**src/rtl/mcid_pkg.sv**
```systemverilog
package mcid_pkg;
    // Opcode match patterns, compared under the masks below
    localparam logic [15:0] SLAB_MASK = 16'hfffe;
    localparam logic [15:0] SLAB_PAT = 16'h360a;
    localparam logic [15:0] SLSA_MASK = 16'hfffe;
    localparam logic [15:0] SLSA_PAT = 16'h3608;
    localparam logic [15:0] SLFBK_MASK = 16'hfff8;
    localparam logic [15:0] SLFBK_PAT = 16'h3640;
    localparam logic [15:0] STAB_MASK = 16'hffc0;
    localparam logic [15:0] STAB_PAT = 16'h3400;
    localparam logic [15:0] STADC_MASK = 16'hfff8;
    localparam logic [15:0] STADC_PAT = 16'h3568;
    localparam logic [15:0] STAL_MASK = 16'hfffc;
    localparam logic [15:0] STAL_PAT = 16'h357c;

    // Operand field positions
    localparam int SEL_BIT = 0;
    localparam int REF_BIT = 2;
    localparam int CONV_BIT = 2;
    localparam int BASE_W = 6;

    // Diagnosis operand codes
    localparam logic [1:0] DIAG_KEEP = 2'h0;
    localparam logic [1:0] DIAG_NA = 2'h1;
    localparam logic [1:0] DIAG_OFF = 2'h2;
    localparam logic [1:0] DIAG_ON = 2'h3;

    // Target operand bits: bit 0 flips core, bit 1 flips channel
    localparam int TGT_CORE_BIT = 0;
    localparam int TGT_CHAN_BIT = 1;

    typedef enum logic [1:0] {
        signed_wrap_mode = 2'h0,
        signed_saturate_mode = 2'h1,
        unsigned_wrap_mode = 2'h2,
        unsigned_saturate_mode = 2'h3
    } mcid_arith_e;

    // Reset values
    localparam logic BASE_SEL_RST = 1'b0;
    localparam logic SPI_SEL_RST = 1'b0;
    localparam logic [5:0] BASE_RST = 6'h00;
    localparam logic FBK_RST = 1'b0;
    localparam logic DIAG_RST = 1'b0;
    localparam logic [3:0] CONV_RST = 4'h0;
    localparam mcid_arith_e ARITH_RST = unsigned_wrap_mode;
    localparam logic [15:0] ACC_RST = 16'h0000;

    // Register indices; byte address is four times the index
    localparam logic [9:0] IDX_DRV_A = 10'h184;
    localparam logic [9:0] IDX_DRV_B = 10'h185;
    localparam logic [9:0] IDX_DRV_C = 10'h186;
    localparam logic [9:0] IDX_DRV_D = 10'h187;
    localparam logic [9:0] IDX_CUR_1 = 10'h188;
    localparam logic [9:0] IDX_CUR_2 = 10'h189;
    localparam logic [9:0] IDX_STATUS = 10'h18a;
    localparam int NUM_ACC = 6;
    localparam logic [2:0] LOC_CUR_1 = 3'h4;
    localparam logic [2:0] LOC_CUR_2 = 3'h5;
    localparam logic [2:0] LOC_STATUS = 3'h6;
    localparam logic [2:0] LOC_NONE = 3'h7;

    // Drive-right bit positions in an output access word
    localparam int HS2_BIT = 1;
    localparam int HS4_BIT = 3;

    // Status word layout
    localparam int ST_BASE_SEL = 0;
    localparam int ST_SPI_SEL = 1;
    localparam int ST_BASE_LSB = 2;
    localparam int ST_ARITH_LSB = 8;
    localparam int ST_FBK = 10;
    localparam int ST_DIAG = 11;
    localparam int ST_CONV_LSB = 12;
endpackage

```
**src/rtl/mcid_decoder.sv**
```systemverilog
// Operation
// - Decode base-select, bit 0 picks source
// - Base from base register or index operand
// - Reset selects dedicated base register
// - Decode feedback-select, reference and diagnosis operands
// - HS2/4 reference boost or battery, boost reset
// - Diagnosis keep, ignore, disable or enable
// - Feedback change needs drive rights
// - Decode SPI address-select, bit 0 picks source
// - SPI address from register or index operand
// - Reset selects dedicated SPI address register
// - Load six-bit immediate into base register
// - Decode ADC-mode, enable and target operands
// - Enable 1 converts, 0 compares, reset 0
// - Target operand picks core and channel
// - ADC change needs current-block access rights
// - Decode arithmetic mode, copy two bits
// - Arithmetic mode encoding signed/unsigned, saturate
// - Overflow always flagged, clamp only saturating
// - Reset arithmetic mode unsigned without saturation
//
// Local design decision: the AHB-Lite register port.
`timescale 1ns/1ns
module mcid_decoder #(
    parameter logic CORE_ID = 1'b0,
    parameter logic CHAN_ID = 1'b0,
    parameter int SPI_AW = 10
) (
    input wire logic hclk,
    input wire logic hresetn,
    input wire logic hsel,
    input wire logic [31:0] haddr,
    input wire logic [1:0] htrans,
    input wire logic hwrite,
    input wire logic [2:0] hsize,
    input wire logic [31:0] hwdata,
    input wire logic hready,
    output logic hreadyout,
    output logic hresp,
    output logic [31:0] hrdata,
    input wire logic instr_valid,
    input wire logic [15:0] instr,
    input wire logic [15:0] alu_index_operand_reg,
    input wire logic [SPI_AW-1:0] spi_address_reg,
    output logic base_source_sel,
    output logic [5:0] index_base,
    output logic [5:0] data_ram_base,
    output logic spi_source_sel,
    output logic [SPI_AW-1:0] spi_addr,
    output logic hs24_fbk_battery,
    output logic hs24_auto_diag,
    output logic [3:0] conv_enable,
    output logic [1:0] arith_mode,
    output logic arith_signed,
    output logic arith_saturate,
    output logic overflow_flag_en,
    output logic instr_done,
    output logic instr_denied
);
    function automatic logic op_hit(input logic [15:0] ins,
                                    input logic [15:0] mask,
                                    input logic [15:0] pat);
        return (ins & mask) == pat;
    endfunction

    // Map a byte address to a local register slot
    function automatic logic [2:0] slot(input logic [31:0] a);
        logic [9:0] idx;
        idx = a[11:2];
        slot = mcid_pkg::LOC_NONE;
        if (a[31:12] == 20'h00000 && a[1:0] == 2'h0) begin
            if (idx >= mcid_pkg::IDX_DRV_A &&
                idx <= mcid_pkg::IDX_STATUS) begin
                slot = 3'(idx - mcid_pkg::IDX_DRV_A);
            end
        end
    endfunction

    // AHB-Lite slave: zero wait states, always OKAY
    logic hreadyout_q;
    logic wr_pend_q;
    logic [2:0] wr_slot_q;
    logic addr_phase;
    logic [2:0] a_slot;
    logic [2:0] rd_slot;
    logic [15:0] rd_word;
    logic [15:0] status_word;
    logic [16*mcid_pkg::NUM_ACC-1:0] acc_words;

    assign addr_phase = hsel && htrans[1] && hready;
    assign a_slot = slot(haddr);
    assign rd_slot = (addr_phase && !hwrite) ? a_slot : mcid_pkg::LOC_NONE;

    always_ff @(posedge hclk or negedge hresetn) begin
        if (!hresetn) begin
            hreadyout_q <= 1'b0;
        end else begin
            hreadyout_q <= 1'b1;
        end
    end

    always_ff @(posedge hclk or negedge hresetn) begin
        if (!hresetn) begin
            wr_pend_q <= 1'b0;
            wr_slot_q <= mcid_pkg::LOC_NONE;
        end else if (hready) begin
            wr_pend_q <= addr_phase && hwrite &&
                         a_slot < mcid_pkg::LOC_STATUS;
            wr_slot_q <= a_slot;
        end
    end

    mcid_regmem #(.DW(16), .N(mcid_pkg::NUM_ACC)) u_acc (
        .clk(hclk),
        .rstn(hresetn),
        .we(wr_pend_q),
        .waddr(wr_slot_q),
        .wdata(hwdata[15:0]),
        .raddr(rd_slot),
        .ro_word(status_word),
        .rdata(rd_word),
        .words(acc_words)
    );

    assign hreadyout = hreadyout_q;
    assign hresp = 1'b0;
    assign hrdata = {16'h0000, rd_word};

    // Instruction decode
    logic is_slab, is_slsa, is_slfbk, is_stab, is_stadc, is_stal;
    logic base_source_operand;
    logic spi_address_source_operand;
    logic [5:0] index_base_immediate;
    logic conv_enable_operand;
    logic [1:0] sense_block_target;
    logic [1:0] arith_mode_operand;
    logic fbk_ref_operand;
    logic [1:0] diag_operand;

    assign is_slab = instr_valid &&
        op_hit(instr, mcid_pkg::SLAB_MASK, mcid_pkg::SLAB_PAT);
    assign is_slsa = instr_valid &&
        op_hit(instr, mcid_pkg::SLSA_MASK, mcid_pkg::SLSA_PAT);
    assign is_slfbk = instr_valid &&
        op_hit(instr, mcid_pkg::SLFBK_MASK, mcid_pkg::SLFBK_PAT);
    assign is_stab = instr_valid &&
        op_hit(instr, mcid_pkg::STAB_MASK, mcid_pkg::STAB_PAT);
    assign is_stadc = instr_valid &&
        op_hit(instr, mcid_pkg::STADC_MASK, mcid_pkg::STADC_PAT);
    assign is_stal = instr_valid &&
        op_hit(instr, mcid_pkg::STAL_MASK, mcid_pkg::STAL_PAT);

    assign base_source_operand = instr[mcid_pkg::SEL_BIT];
    assign spi_address_source_operand = instr[mcid_pkg::SEL_BIT];
    assign index_base_immediate = instr[mcid_pkg::BASE_W-1:0];
    assign fbk_ref_operand = instr[mcid_pkg::REF_BIT];
    assign diag_operand = instr[1:0];
    assign conv_enable_operand = instr[mcid_pkg::CONV_BIT];
    assign sense_block_target = instr[1:0];
    assign arith_mode_operand = instr[1:0];

    // Access rights; core number within the device is {channel, core}
    logic [1:0] self_id;
    logic [1:0] tgt_blk;
    logic [15:0] drv_word;
    logic [15:0] cur_map;
    logic fb_ok;
    logic cur_ok;

    assign self_id = {CHAN_ID, CORE_ID};
    assign tgt_blk = {CHAN_ID ^ sense_block_target[mcid_pkg::TGT_CHAN_BIT],
        CORE_ID ^ sense_block_target[mcid_pkg::TGT_CORE_BIT]};
    assign drv_word = acc_words[16*self_id +: 16];
    assign fb_ok = drv_word[mcid_pkg::HS2_BIT] &&
                   drv_word[mcid_pkg::HS4_BIT];
    assign cur_map = {acc_words[16*mcid_pkg::LOC_CUR_2 +: 8],
                      acc_words[16*mcid_pkg::LOC_CUR_1 +: 8]};
    assign cur_ok = cur_map[{tgt_blk, self_id}];

    // Configuration state
    logic base_sel_q, base_sel_d;
    logic spi_sel_q, spi_sel_d;
    logic [5:0] base_q, base_d;
    logic [5:0] data_ram_base_q;
    logic [SPI_AW-1:0] spi_addr_q;
    logic fbk_q;
    logic diag_q;
    logic [3:0] conv_q;
    mcid_pkg::mcid_arith_e arith_q;
    logic arith_signed_q;
    logic arith_sat_q;
    logic done_q;
    logic denied_q;

    assign base_sel_d = is_slab ? base_source_operand : base_sel_q;
    assign spi_sel_d = is_slsa ? spi_address_source_operand : spi_sel_q;
    assign base_d = is_stab ? index_base_immediate : base_q;

    always_ff @(posedge hclk or negedge hresetn) begin
        if (!hresetn) begin
            base_sel_q <= mcid_pkg::BASE_SEL_RST;
            spi_sel_q <= mcid_pkg::SPI_SEL_RST;
            base_q <= mcid_pkg::BASE_RST;
        end else begin
            base_sel_q <= base_sel_d;
            spi_sel_q <= spi_sel_d;
            base_q <= base_d;
        end
    end

    // Effective addresses look ahead so the next instruction sees them
    always_ff @(posedge hclk or negedge hresetn) begin
        if (!hresetn) begin
            data_ram_base_q <= mcid_pkg::BASE_RST;
            spi_addr_q <= '0;
        end else begin
            data_ram_base_q <= base_sel_d ? alu_index_operand_reg[5:0]
                                          : base_d;
            spi_addr_q <= spi_sel_d ? alu_index_operand_reg[SPI_AW-1:0]
                                    : spi_address_reg;
        end
    end

    always_ff @(posedge hclk or negedge hresetn) begin
        if (!hresetn) begin
            fbk_q <= mcid_pkg::FBK_RST;
            diag_q <= mcid_pkg::DIAG_RST;
        end else if (is_slfbk && fb_ok) begin
            fbk_q <= fbk_ref_operand;
            // Keep and the not-applicable code both leave diagnosis alone
            if (diag_operand == mcid_pkg::DIAG_OFF) begin
                diag_q <= 1'b0;
            end else if (diag_operand == mcid_pkg::DIAG_ON) begin
                diag_q <= 1'b1;
            end
        end
    end

    always_ff @(posedge hclk or negedge hresetn) begin
        if (!hresetn) begin
            conv_q <= mcid_pkg::CONV_RST;
        end else if (is_stadc && cur_ok) begin
            conv_q[tgt_blk] <= conv_enable_operand;
        end
    end

    // Signed for modes 00/01, clamp only for odd codes; held in flops
    // so the ALU mode inputs carry no decode logic
    always_ff @(posedge hclk or negedge hresetn) begin
        if (!hresetn) begin
            arith_q <= mcid_pkg::ARITH_RST;
            arith_signed_q <= ~mcid_pkg::ARITH_RST[1];
            arith_sat_q <= mcid_pkg::ARITH_RST[0];
        end else if (is_stal) begin
            arith_q <= mcid_pkg::mcid_arith_e'(arith_mode_operand);
            arith_signed_q <= ~arith_mode_operand[1];
            arith_sat_q <= arith_mode_operand[0];
        end
    end

    always_ff @(posedge hclk or negedge hresetn) begin
        if (!hresetn) begin
            done_q <= 1'b0;
            denied_q <= 1'b0;
        end else begin
            done_q <= is_slab || is_slsa || is_slfbk || is_stab ||
                      is_stadc || is_stal;
            denied_q <= (is_slfbk && !fb_ok) ||
                        (is_stadc && !cur_ok);
        end
    end

    always_comb begin
        status_word = 16'h0000;
        status_word[mcid_pkg::ST_BASE_SEL] = base_sel_q;
        status_word[mcid_pkg::ST_SPI_SEL] = spi_sel_q;
        status_word[mcid_pkg::ST_BASE_LSB +: 6] = base_q;
        status_word[mcid_pkg::ST_ARITH_LSB +: 2] = arith_q;
        status_word[mcid_pkg::ST_FBK] = fbk_q;
        status_word[mcid_pkg::ST_DIAG] = diag_q;
        status_word[mcid_pkg::ST_CONV_LSB +: 4] = conv_q;
    end

    assign base_source_sel = base_sel_q;
    assign index_base = base_q;
    assign data_ram_base = data_ram_base_q;
    assign spi_source_sel = spi_sel_q;
    assign spi_addr = spi_addr_q;
    assign hs24_fbk_battery = fbk_q;
    assign hs24_auto_diag = diag_q;
    assign conv_enable = conv_q;
    assign arith_mode = arith_q;
    assign arith_signed = arith_signed_q;
    assign arith_saturate = arith_sat_q;
    // Overflow is reported in every mode
    assign overflow_flag_en = hreadyout_q;
    assign instr_done = done_q;
    assign instr_denied = denied_q;
endmodule

```
**src/rtl/mcid_regmem.sv**
```systemverilog
`timescale 1ns/1ns
module mcid_regmem #(
    parameter int DW = 16,
    parameter int N = 6
) (
    input wire logic clk,
    input wire logic rstn,
    input wire logic we,
    input wire logic [2:0] waddr,
    input wire logic [DW-1:0] wdata,
    input wire logic [2:0] raddr,
    input wire logic [DW-1:0] ro_word,
    output logic [DW-1:0] rdata,
    output logic [N*DW-1:0] words
);
    logic [DW-1:0] mem_q [N];
    logic [DW-1:0] rdata_q;

    always_ff @(posedge clk or negedge rstn) begin
        if (!rstn) begin
            for (int i = 0; i < N; i++) begin
                mem_q[i] <= mcid_pkg::ACC_RST;
            end
        end else if (we && (int'(waddr) < N)) begin
            mem_q[waddr] <= wdata;
        end
    end

    // Forward a write in flight so a read right behind it sees new data
    always_ff @(posedge clk or negedge rstn) begin
        if (!rstn) begin
            rdata_q <= '0;
        end else if (we && waddr == raddr && int'(raddr) < N) begin
            rdata_q <= wdata;
        end else if (int'(raddr) < N) begin
            rdata_q <= mem_q[raddr];
        end else if (int'(raddr) == N) begin
            rdata_q <= ro_word;
        end else begin
            rdata_q <= '0;
        end
    end

    always_comb begin
        for (int i = 0; i < N; i++) begin
            words[i*DW +: DW] = mem_q[i];
        end
    end

    assign rdata = rdata_q;
endmodule
```
**config.mk**
```make
export PLATFORM = sky130hd
export DESIGN_NAME = mcid_decoder
export DESIGN_NICKNAME = d
export VERILOG_FILES = /design/src/rtl/mcid_pkg.sv /design/src/rtl/mcid_decoder.sv /design/src/rtl/mcid_regmem.sv
export SDC_FILE = /design/constraint.sdc
export NUM_CORES = 1
export LEC_CHECK = 0
export BUFFER_PORTS_ARGS = -buffer_cell sky130_fd_sc_hd__buf_4
export CAP_MARGIN = 5
export CORE_ASPECT_RATIO = 1.25
export CORE_MARGIN = 2
export CORE_UTILIZATION = 50
export CTS_BUF_LIST = sky130_fd_sc_hd__clkbuf_4
export DETAILED_ROUTE_END_ITERATION = 8
export PLACE_DENSITY = 0.76
export REMOVE_ABC_BUFFERS = 1
export SLEW_MARGIN = 20
export SYNTH_ARGS = -nofsm -noshare
export SYNTH_HDL_FRONTEND = slang
export SYNTH_SLANG_ARGS = --single-unit
```
**constraint.sdc**
```tcl
create_clock -name hclk -period 5.05 [get_ports hclk]
set_input_delay 0.505 -clock hclk [delete_from_list [all_inputs] [get_ports hclk]]
set_output_delay 0.505 -clock hclk [all_outputs]
set_load 0.01 [all_outputs]
```
==> results of run 1 <==
==> cell usage after synthesis, drive strengths merged (4+ instances only) <==
cell type / number / area (µm²)
buf: 34 / 215
o31ai: 16 / 120
mux2: 140 / 1580
a221oi: 15 / 131
dfstp: 4 / 105
nor3: 6 / 35.0
nand2: 10 / 37.5
a21oi: 17 / 85.1
inv: 5 / 18.8
nor2: 6 / 25.0
mux2i: 35 / 350
nor4: 11 / 75.1
dfrtp: 148 / 3700
clkbuf: 17 / 63.8
or3: 4 / 25.0
nor4b: 4 / 50.1
o22a: 17 / 149
nand4: 7 / 43.8
==> worst min path at each step <==
stage,from,to,slack [ns],cells after the start
after CTS,hresetn,hreadyout,0.04,1
after global placement,u_acc.words[85],u_acc.words[85],0.48,1
after global routing,hresetn,u_acc.rdata[1],0.07,1
final,hresetn,u_acc.rdata[15],0.04,1
after detailed placement,u_acc.words[85],u_acc.words[85],0.49,1
after floorplan,hresetn,arith_mode[0],0.21,0
==> routing by layer <==
layer	up-vias	global-route usage [%]	wire (µm)
li1	2228	-	-
met1	2490	29.0	6980
met2	192	40.2	8950
met3	27	4.97	983
met4	0	8.19	271
met5	-	0	0
==> logic make-up (layout without fill, tap and decap cells) <==
kind of cell    Yosys count  count (layout)
compound gates           75              75
xor+xnor                  2               2
buf+inv                  56             186
flops                   152             152
mux                     176             176
other cells               2              19
simple gates             70              70
==> where the power goes <==
part	total, mW	internal [mW]	leakage (nW)	switching [mW]
clock network	0.745	0.343	0.156	0.402
logic	0.199	0.104	1.86	0.0958
registers	1.27	1.25	2.00	0.0177
==> final cells by class <==
class / instances / area (µm²) / share of cell area [%]
diodes: 1 / 2.50 / 0.0292
clock buffers: 19 / 143 / 1.66
clock inverters: 12 / 134 / 1.56
inverters: 5 / 18.8 / 0.219
multi-input cells: 341 / 3130 / 36.4
flip-flops and latches: 152 / 3810 / 44.4
well taps: 175 / 219 / 2.55
repair buffers: 150 / 1130 / 13.2
==> critical path: cells and delay by family <==
family / cells / cell delay [ns]
buf+inv: 1 / 0.12
compound gates: 2 / 0.63
simple gates: 3 / 1.98
==> per-stage QoR <==
step | worst slack [ns] | power, mW | hold slack (ns)
3_5_place_dp | 1.76 | 1.49 | 0.490
4_1_cts | 2.35 | 2.23 | 0.0423
2_1_floorplan | 2.18 | 1.36 | 0.209
5_1_grt | 2.22 | 2.30 | 0.0695
6_report | 2.27 | 2.21 | 0.0448
3_3_place_gp | 1.83 | 1.48 | 0.481
==> flip-flops by register name (all words and copies together) (netlist names) <==
| register | cells |
|---|---|
| u_acc.rdata | 16 |
| hs24_auto_diag | 1 |
| instr_denied | 1 |
| u_acc.words | 96 |
| hs24_fbk_battery | 1 |
| base_source_sel | 1 |
| conv_enable | 4 |
| spi_source_sel | 1 |
| arith_signed | 1 |
| wr_slot_q | 3 |
| arith_mode | 2 |
| spi_addr | 10 |
| index_base | 6 |
| data_ram_base | 6 |
| hreadyout | 1 |
| wr_pend_q | 1 |
| instr_done | 1 |
==> run metrics, run 1 <==
result of the run=finished clean; mux contribution to synthesized area=approximately 27%; number of antenna violations at the first check in global routing=1; chip height=137 µm; total I/O pin count=roughly 190; Highest Clock Rate=roughly 360 MHz; adder-cell area share of the yosys netlist=0%; worst-skew pair later-pin latency=around 0.53 ns; routed wire length=about 17 mm; first-pass GRT wire length=approximately 28 mm; average via count per standard cell=roughly 5.8; buffer count from post-CTS setup fixing=0; post-synthesis async set-or-reset flop share=100%; Synth Area in Simple Gates=between 6 and 7%; Post-Route Setup TNS=0 ns; maxcap violations=0; post-detailed-placement cell area=just over 8000 µm²; maximum number of pins on one net before global-route repair=just over 90; area added between synthesis and finish=20.7%; Cell variety after synth=48; dpl hpwl=~12 mm; dominant register cell in the synthesized netlist=dfrtp_1; gp weighted congestion=~0.84; sinks on the clock net=approximately 150; Reg2Reg Launch Point=wr_slot_q[2]; total CTS buffers=17; most frequent cells in the layout=149 x buf_4, 148 x dfrtp_1, 140 x mux2_2; final-report max-slew violation count=0; area enclosed by the die boundary=15200 µm²; hold crit path type=in -> async; count of hold-fix buffers inserted at cts=0; launch point of the worst path=haddr[8]; actual transition at the worst max-transition pin=1.08 ns; Die Width=111 µm; global routing usage summed across all routing layers=between 20 and 25%; post-synthesis share of cell area spent on xor and xnor gates=less than 1%; mean instance size in the synthesized netlist=13.3 µm²; CTS tree=done; Util after Layout=roughly three fifths; setup violators final=0; Mapped Cells=~530; data arrival at the endpoint of the critical path=about 3.2 ns; sequential-to-total area share from yosys stat=between 50% and 60%; headroom to the max-slew limit=~28%; post-cts resize count=0; effective utilization at floorplan=51.2%; final setup skew=about 0.012 ns; post-layout instance area=roughly 8600 µm²; worst reg-to-reg setup slack=2.62 ns; kind of launch point of the worst setup path=primary input; top fanout value on the critical path=23; leak pwr=approximately 4 nW; fraction of layout instances using a drive strength above 1=around 50%; Yosys warnings=0; Core Area=about 14000 µm²; Routed WL per cell=approximately 20 µm; # fillers=approximately 1100; commonest non-fill, non-tap cell in the layout=buf_4; H-tree Lvls=4; largest stage delay on the critical path=1.11 ns; largest vdd supply drop=0.200 mV; Post-Place Cells=823; number of synthesized flops with an enable pin=0; worst endpoint required time=roughly 5.5 ns; row count=48; Post-Synthesis Cell Area=7110 µm²; net count reported at finish=just under 800; number of synthesized register bits=between 150 and 200; number of global-route vias before repair=between 5000 and 6000; worst path cell trace=buf_4 > nor4b_4 > nand3b_2 > or4b_1 > o32a_1 > a21oi_1; power density over cell area=approximately 260 nW/µm²; Initial DRT Pass Iterations=6; number of design-rule violations left by the first detailed-router iteration=344; endpoints failing hold=0; non-filler instance count after layout=855; number of port buffers=about 140; minimum clock period after layout=2.78 ns; Residual DRC=0; synthesized-area fraction occupied by ao, oa, aoi and oai cells=approximately 7.8%; share of the clock period used by the worst path=a little under three fifths; unrepaired setup endpoints after global routing=no; clock tree root buffer cell=clkbuf_4; kind of critical path=in -> reg; capture instance of the worst register-to-register path=u_acc.rdata[1]; clock slew seen by the registers of the worst setup and hold paths=0.11 ns; combinational family with the most area after synthesis=multiplexers; grt ovf=0; via count=around 4900; buffer levels on the longest clock path=2; worst setup path endpoint=u_acc.rdata[6]; number of nets with antenna violations after detailed routing=0; cell type of the slowest stage on the worst timing path=or4b_1; sort of element at the end of the critical path=flip-flop; Reg2Reg Depth=5
Power figures use the tool's default switching activity.
==> run 2: changes to the inputs <==
ABC_AREA = 1   (was default)
PLACE_DENSITY = 0.75   (was 0.76)
clock period = 2.6 ns   (was 5.05 ns; I/O delays follow)
==> run 2 against run 1 <==
  * Flip-flop and latch count stayed put
  * Design area is 14% higher
  * Largest cell class unchanged
  * Critical endpoint is now spi_addr[7]
  * Sequential power up 96%
  * Clock-buffer cell count down 1
  * Global-route usage grew 1.9 points
  * Worst setup slack worse by 2.0 ns
  * Largest power group unchanged
  * Register-to-register slack got worse by 2.0 ns
  * Area after synthesis up 9.8%
  * Sequential share of layout area decreased by 5.5 points
  * Cell count grew 67%
  * First-iteration DRC count grew 14%
==> run metrics, run 2 <==
grt ovf=0 (unchanged); dpl hpwl=12.8 mm (+10%); maxcap violations=0 (unchanged); net count reported at finish=1317 (+68%); fraction of layout instances using a drive strength above 1=20.8% (-29 points); commonest non-fill, non-tap cell in the layout=nand2_1; area added between synthesis and finish=25.5%; internal cell power=3.46 mW (+100%); kind of launch point of the worst setup path=primary input; unrepaired setup endpoints after global routing=no; Routed WL per cell=14.0 µm (-30%); mean instance size in the synthesized netlist=7.65 µm² (-43%); sequential-to-total area share from yosys stat=48.8% (-4.8 points); family with the most delay on the worst path=buffers and inverters; endpoints failing hold=0 (unchanged); sw power=1.16 mW (+120%); Post-Route Setup TNS=0 ns (unchanged); number of design-rule violations left by the first detailed-router iteration=393 (+14%); combinational share of power=10.1% (+1.1 points); number of antenna violations at the first check in global routing=1 (unchanged); row count=51 (+6.3%); clock slew seen by the registers of the worst setup and hold paths=0.13 ns (+0.02 ns); minimum clock period after layout=2.33 ns; first-pass GRT wire length=32.7 mm (+18%); dominant register cell in the synthesized netlist=dfrtp_1; buffer levels on the longest clock path=2 (unchanged); Highest Clock Rate=between 400 and 500 MHz; via count=7024 (+42%); area enclosed by the die boundary=16600 µm² (+9.5%); headroom to the max-slew limit=63.1% (+35 points); Synth area leaders=dfrtp_1 47%, nand2_1 14%, o21ai_0 7.8%, inv_1 7.2%, nand3_1 5.8%; effective utilization at floorplan=50.6% (-0.69 points); leak pwr=5.76 nW (+43%); sort of element at the end of the critical path=flip-flop; maximum number of pins on one net before global-route repair=59 (-37%); number of synthesized register bits=152 (unchanged); Yosys warnings=0 (unchanged); clock tree root buffer cell=clkbuf_4; setup slack after layout=0.271 ns (-1.99 ns); worst-skew pair later-pin latency=0.54 ns (about the same); hold crit path type=in -> reg; Util after Layout=63.5% (+1.6 points); share of total power in sequential cells=54.0% (-3.4 points); setup violators final=0 (unchanged); Post-Synthesis Cell Area=7810 µm² (+9.8%); number of port buffers=144 (unchanged); top fanout value on the critical path=8 (-65%); H-tree Lvls=4 (unchanged); average via count per standard cell=4.93 (-15%); actual transition at the worst max-transition pin=0.552 ns (-0.532 ns); total I/O pin count=188 (unchanged); post-layout instance area=9800 µm² (+14%); fraction of power spent switching nets=25.1% (+1.8 points); worst path cell trace=dlygate4sd3_1 > buf_4 > nor4_2 > nand2_1 > o21ai_1 > inv_1 > nand2_1 > nand2_1 > dlygate4sd3_1; worst hold margin=0.0467 ns (+0.00190 ns); worst endpoint required time=3.03 ns (-2.47 ns); largest vdd supply drop=0.340 mV (+70%); result of the run=finished clean; final-report max-slew violation count=0 (unchanged); gp weighted congestion=0.863 (+2.7%); most frequent cells in the layout=285 x nand2_1, 159 x buf_4, 149 x inv_1; chip height=144 µm (+4.7%); buffer and inverter count on the worst path=4 (+3); share of the clock period used by the worst path=89.6%; number of nets with antenna violations after detailed routing=0 (unchanged); total CTS buffers=17 (unchanged); worst setup timing slack at the placement stage=0.379 ns (-1.38 ns); most numerous cell in the Yosys netlist=nand2_1; Residual DRC=0 (unchanged); Core Area=15400 µm² (+11%); clock network fraction of total power=35.9% (+2.3 points); post-detailed-placement cell area=9030 µm² (+8.7%); Mapped Cells=1021 (+92%); CTS tree=done; final setup skew=0.0268 ns (+0.0147 ns); post-synthesis async set-or-reset flop share=100% (unchanged); sinks on the clock net=152 (unchanged); kind of critical path=in -> reg; commonest cells in the synthesized netlist=285 x nand2_1, 149 x inv_1, 148 x dfrtp_1, 121 x o21ai_0, 90 x nand3_1; power density over cell area=471 nW/µm² (+82%); routed wire length=20.0 mm (+17%); data arrival at the endpoint of the critical path=2.75 ns (-0.49 ns); Cell variety after synth=38 (-21%); Die Width=116 µm (+4.6%); Synth top area share=47.4% (-4.7 points); number of flip-flops in the largest register=96 (unchanged); Initial DRT Pass Iterations=5 (-1); cell type of the slowest stage on the worst timing path=dlygate4sd3_1; largest stage delay on the critical path=0.58 ns (-0.53 ns); global routing usage summed across all routing layers=25.1% (+1.9 points); number of synthesized flops with an enable pin=0 (unchanged); Most common cell on crit path=nand2_1; biggest area consumer among synthesized cells=dfrtp_1; number of global-route vias before repair=6841 (+30%)
run 2: cell types whose count changed after synthesis, moves of 70 or more:
cell and delta:
inv_1 +144, nor2_1 +70, nand3_1 +87, nand2_1 +275, o21ai_0 +118, mux2_2 -139
run 2: metrics by stage:
step,cells,total power [mW]
2_1_floorplan,974,2.71
3_3_place_gp,1349,2.94
3_5_place_dp,1349,2.95
4_1_cts,1425,4.64
5_1_grt,1426,4.81
6_report,1426,4.61
run 2: worst register-to-register path: stages, from the launching register on:
cell,delay (ns)
dfrtp_1,0.44
o21ai_1,0.47
inv_1,0.22
nand2_1,0.11
nand2_1,0.07
dlygate4sd3_1,0.58
run 2: final cells by class:
cell class / count / area (µm²)
inverter: 154 / 578
antenna: 1 / 2.50
fill: 1401 / 5640
timing repair buffer: 207 / 1710
tap: 212 / 265
sequential: 152 / 3810
clock buffer: 18 / 135
multi-input combinational: 668 / 3110
clock inverter: 14 / 195
run 2: layer usage:
layer	GRT usage, %	part of all wire, %	wire [µm]
met3	5.69	7.3	1460
met2	43.6	50	9990
met5	0	0	0
met4	7.96	1.5	306
met1	30.8	41	8270
run 2: kinds of logic after synthesis:
logic type,Yosys count,synth area share (%)
simple gates,501,28.0
compound gates,148,10.8
mux,1,0.144
buf+inv,217,12.2
other cells,2,0.0962
flops,152,48.8
run 2: what timing repair did:
action / 4_1_cts / 5_1_grt
endpoints found under the hold margin: 88 / 0
hold buffers: 44 / 0
buffers inserted: 0 / 0
endpoints found under the setup margin: 0 / 0
gates resized for setup: 0 / 0
run 2: path summary, 6_finish.rpt:
| path | from | endpoint | slack, ns | depth (start not counted) |
|---|---|---|---|---|
| worst max-delay path | instr[1] | spi_addr[7] | 0.27 | 9 |
| min in group asynchronous | hresetn | u_acc.rdata[12] | 0.22 | 2 |
| max in group asynchronous | hresetn | arith_mode[1] | 1.62 | 3 |
| worst min-delay path | hwdata[0] | u_acc.rdata[0] | 0.05 | 3 |
| worst max register to register | spi_source_sel | spi_addr[7] | 0.61 | 5 |
| worst min register to register | u_acc.words[45] | u_acc.words[45] | 0.50 | 2 |
run 2: power by group through the flow:
stage	Sequential (mW)	Clock [mW]	Combinational, mW
after floorplan	2.53	0	0.178
after global placement	2.53	0	0.405
after detailed placement	2.54	0	0.414
after CTS	2.49	1.68	0.468
after global routing	2.50	1.78	0.531
final	2.49	1.65	0.467
==> run 3: changes to the inputs <==
MAX_ROUTING_LAYER = met4   (was default)
==> run 3 against run 2 <==
  * Global-route usage rose by 0.71 points
  * Fmax down 0.40%
  * Cell count unchanged
  * Non-clock buffer count unchanged
  * Register-to-register slack barely moved
  * Via count grew 0.30%
  * Design area did not move
  * Die area unchanged
  * Worst setup slack worse by 0.0093 ns
  * Flip-flop and latch count unchanged
  * Clock-buffer cell count is the same
  * Critical endpoint unchanged
==> run metrics, run 3 (synthesis results as in run 2) <==
result of the run=finished clean; met2 track demand over resource=43.7% (+0.092 points); kind of launch point of the worst setup path=primary input; area enclosed by the die boundary=16600 µm² (unchanged); hold worst-path end=u_acc.rdata[0]; Util after Layout=63.5% (unchanged); sort of element at the end of the critical path=flip-flop; total CTS buffers=17 (unchanged); fraction of layout instances using a drive strength above 1=20.8% (unchanged); setup violators final=0 (unchanged); post-cts resize count=0 (unchanged); most used routing layer in global routing=met2; clock slew seen by the registers of the worst setup and hold paths=0.13 ns (about the same); via count=7045 (+0.30%); final-report max-slew violation count=0 (unchanged); average via count per standard cell=4.94 (+0.30%); commonest non-fill, non-tap cell in the layout=nand2_1; worst setup timing slack at the placement stage=0.379 ns (unchanged); power density over cell area=471 nW/µm² (about the same); number of nets with antenna violations after detailed routing=0 (unchanged); Residual DRC=0 (unchanged); data arrival at the endpoint of the critical path=2.75 ns (about the same); start point of the worst min-delay path=hwdata[0]; number of flip-flops in the largest register=96 (unchanged); Reg2Reg Launch Point=spi_source_sel; Core Area=15400 µm² (unchanged); number of port buffers=144 (unchanged); H-tree Lvls=4 (unchanged); met1 usage=31.2% (+0.39 points); gp weighted congestion=0.877 (+1.6%); row count=51 (unchanged); hold crit path type=in -> reg; top fanout value on the critical path=8 (unchanged); number of design-rule violations left by the first detailed-router iteration=418 (+6.4%); Die Width=116 µm (unchanged); maxcap violations=0 (unchanged); kind of critical path=in -> reg; capture instance of the worst register-to-register path=spi_addr[7]; endpoints failing hold=0 (unchanged); worst reg-to-reg setup slack=0.61 ns (about the same); effective utilization at floorplan=50.6% (unchanged); sinks on the clock net=152 (unchanged); met3 track demand over resource in global routing=5.40% (-0.30 points); first-pass GRT wire length=32.7 mm (unchanged); largest vdd supply drop=0.341 mV (+0.27%); Initial DRT Pass Iterations=5 (unchanged); net count reported at finish=1317 (unchanged); CTS tree=done; grt ovf=0 (unchanged); leak pwr=5.76 nW (unchanged); global routing usage summed across all routing layers=25.8% (+0.71 points); area added between synthesis and finish=25.5% (unchanged); worst-skew pair later-pin latency=0.53 ns (about the same); Routed WL per cell=14.0 µm (-0.42%); Post-Route Setup TNS=0 ns (unchanged); # fillers=1401 (unchanged); routed wire length=19.9 mm (-0.42%); area taken by flip-flops and latches=3810 µm² (unchanged); most frequent cells in the layout=285 x nand2_1, 159 x buf_4, 149 x inv_1; final setup skew=0.0233 ns (-0.00351 ns); dpl hpwl=12.8 mm (unchanged); Worst Hold Depth=3 (unchanged); unrepaired setup endpoints after global routing=no; headroom to the max-slew limit=62.8% (-0.33 points); Reg2Reg Depth=5 (unchanged); number of antenna violations at the first check in global routing=1 (unchanged); buffer count from post-CTS setup fixing=0 (unchanged); count of hold-fix buffers inserted at cts=44 (unchanged); setup slack after layout=0.262 ns (-0.00928 ns); number of global-route vias before repair=6850 (+0.13%); Highest Clock Rate=428 MHz (-0.40%); buffer levels on the longest clock path=2 (unchanged); clock tree root buffer cell=clkbuf_4; worst endpoint required time=3.02 ns (about the same); maximum number of pins on one net before global-route repair=59 (unchanged); total I/O pin count=188 (unchanged); minimum clock period after layout=2.34 ns (+0.00928 ns); actual transition at the worst max-transition pin=0.557 ns (+0.00491 ns); area used by multi-input combinational logic=3110 µm² (unchanged); chip height=144 µm (unchanged); share of the clock period used by the worst path=89.9% (+0.36 points)
-- run 3: cell counts in the layout (fill, tap and decap cells not counted) --
Identical to the previous run, type by type.
-- run 3: report_power, final --
group	total, mW	switching (mW)	internal (mW)	leakage [nW]
clock network	1.65	0.868	0.783	0.168
registers	2.49	0.0446	2.45	1.63
logic	0.468	0.242	0.226	3.97
-- run 3: area by class of cell --
type / count / share of cell area, %
diodes: 1 / 0.0255
clock buffers: 18 / 1.38
clock inverters: 14 / 1.99
inverters: 154 / 5.90
multi-input cells: 668 / 31.7
flip-flops and latches: 152 / 38.9
well taps: 212 / 2.71
repair buffers: 207 / 17.4
-- run 3: how the worst max path moves through the flow --
stage | slack, ns | end | start
4_1_cts | 0.38 | spi_addr[3] | instr[1]
3_5_place_dp | 0.38 | u_acc.rdata[0] | haddr[13]
3_3_place_gp | 0.38 | u_acc.rdata[0] | haddr[13]
5_1_grt | 0.14 | spi_addr[7] | instr[1]
6_report | 0.26 | spi_addr[7] | instr[1]
2_1_floorplan | 0.13 | u_acc.rdata[1] | hready
-- run 3: worst max-delay path, stage by stage --
cell,delay (ns)
dlygate4sd3_1,0.53
buf_4,0.17
nor4_2,0.42
nand2_1,0.08
o21ai_1,0.31
inv_1,0.22
nand2_1,0.11
nand2_1,0.07
dlygate4sd3_1,0.58
-- run 3: through the flow --
| step | area, µm² | cells | power [mW] | hold slack (ns) |
|---|---|---|---|---|
| final | 9800 | 1426 | 4.61 | 0.0661 |
| after global routing | 9800 | 1426 | 4.82 | 0.0140 |
| after CTS | 9800 | 1425 | 4.64 | 0.0252 |
| after detailed placement | 9030 | 1349 | 2.95 | 0.253 |
| after global placement | 9030 | 1349 | 2.94 | 0.242 |
| after floorplan | 7500 | 974 | 2.71 | -0.0356 |
-- run 3: routing by layer --
metal	vias to the layer above	wire length, µm	share of wire (%)
met1	3248	8300	42
met3	26	1370	6.9
met5	-	0	0
li1	3510	-	-
met4	0	317	1.6
met2	261	9950	50
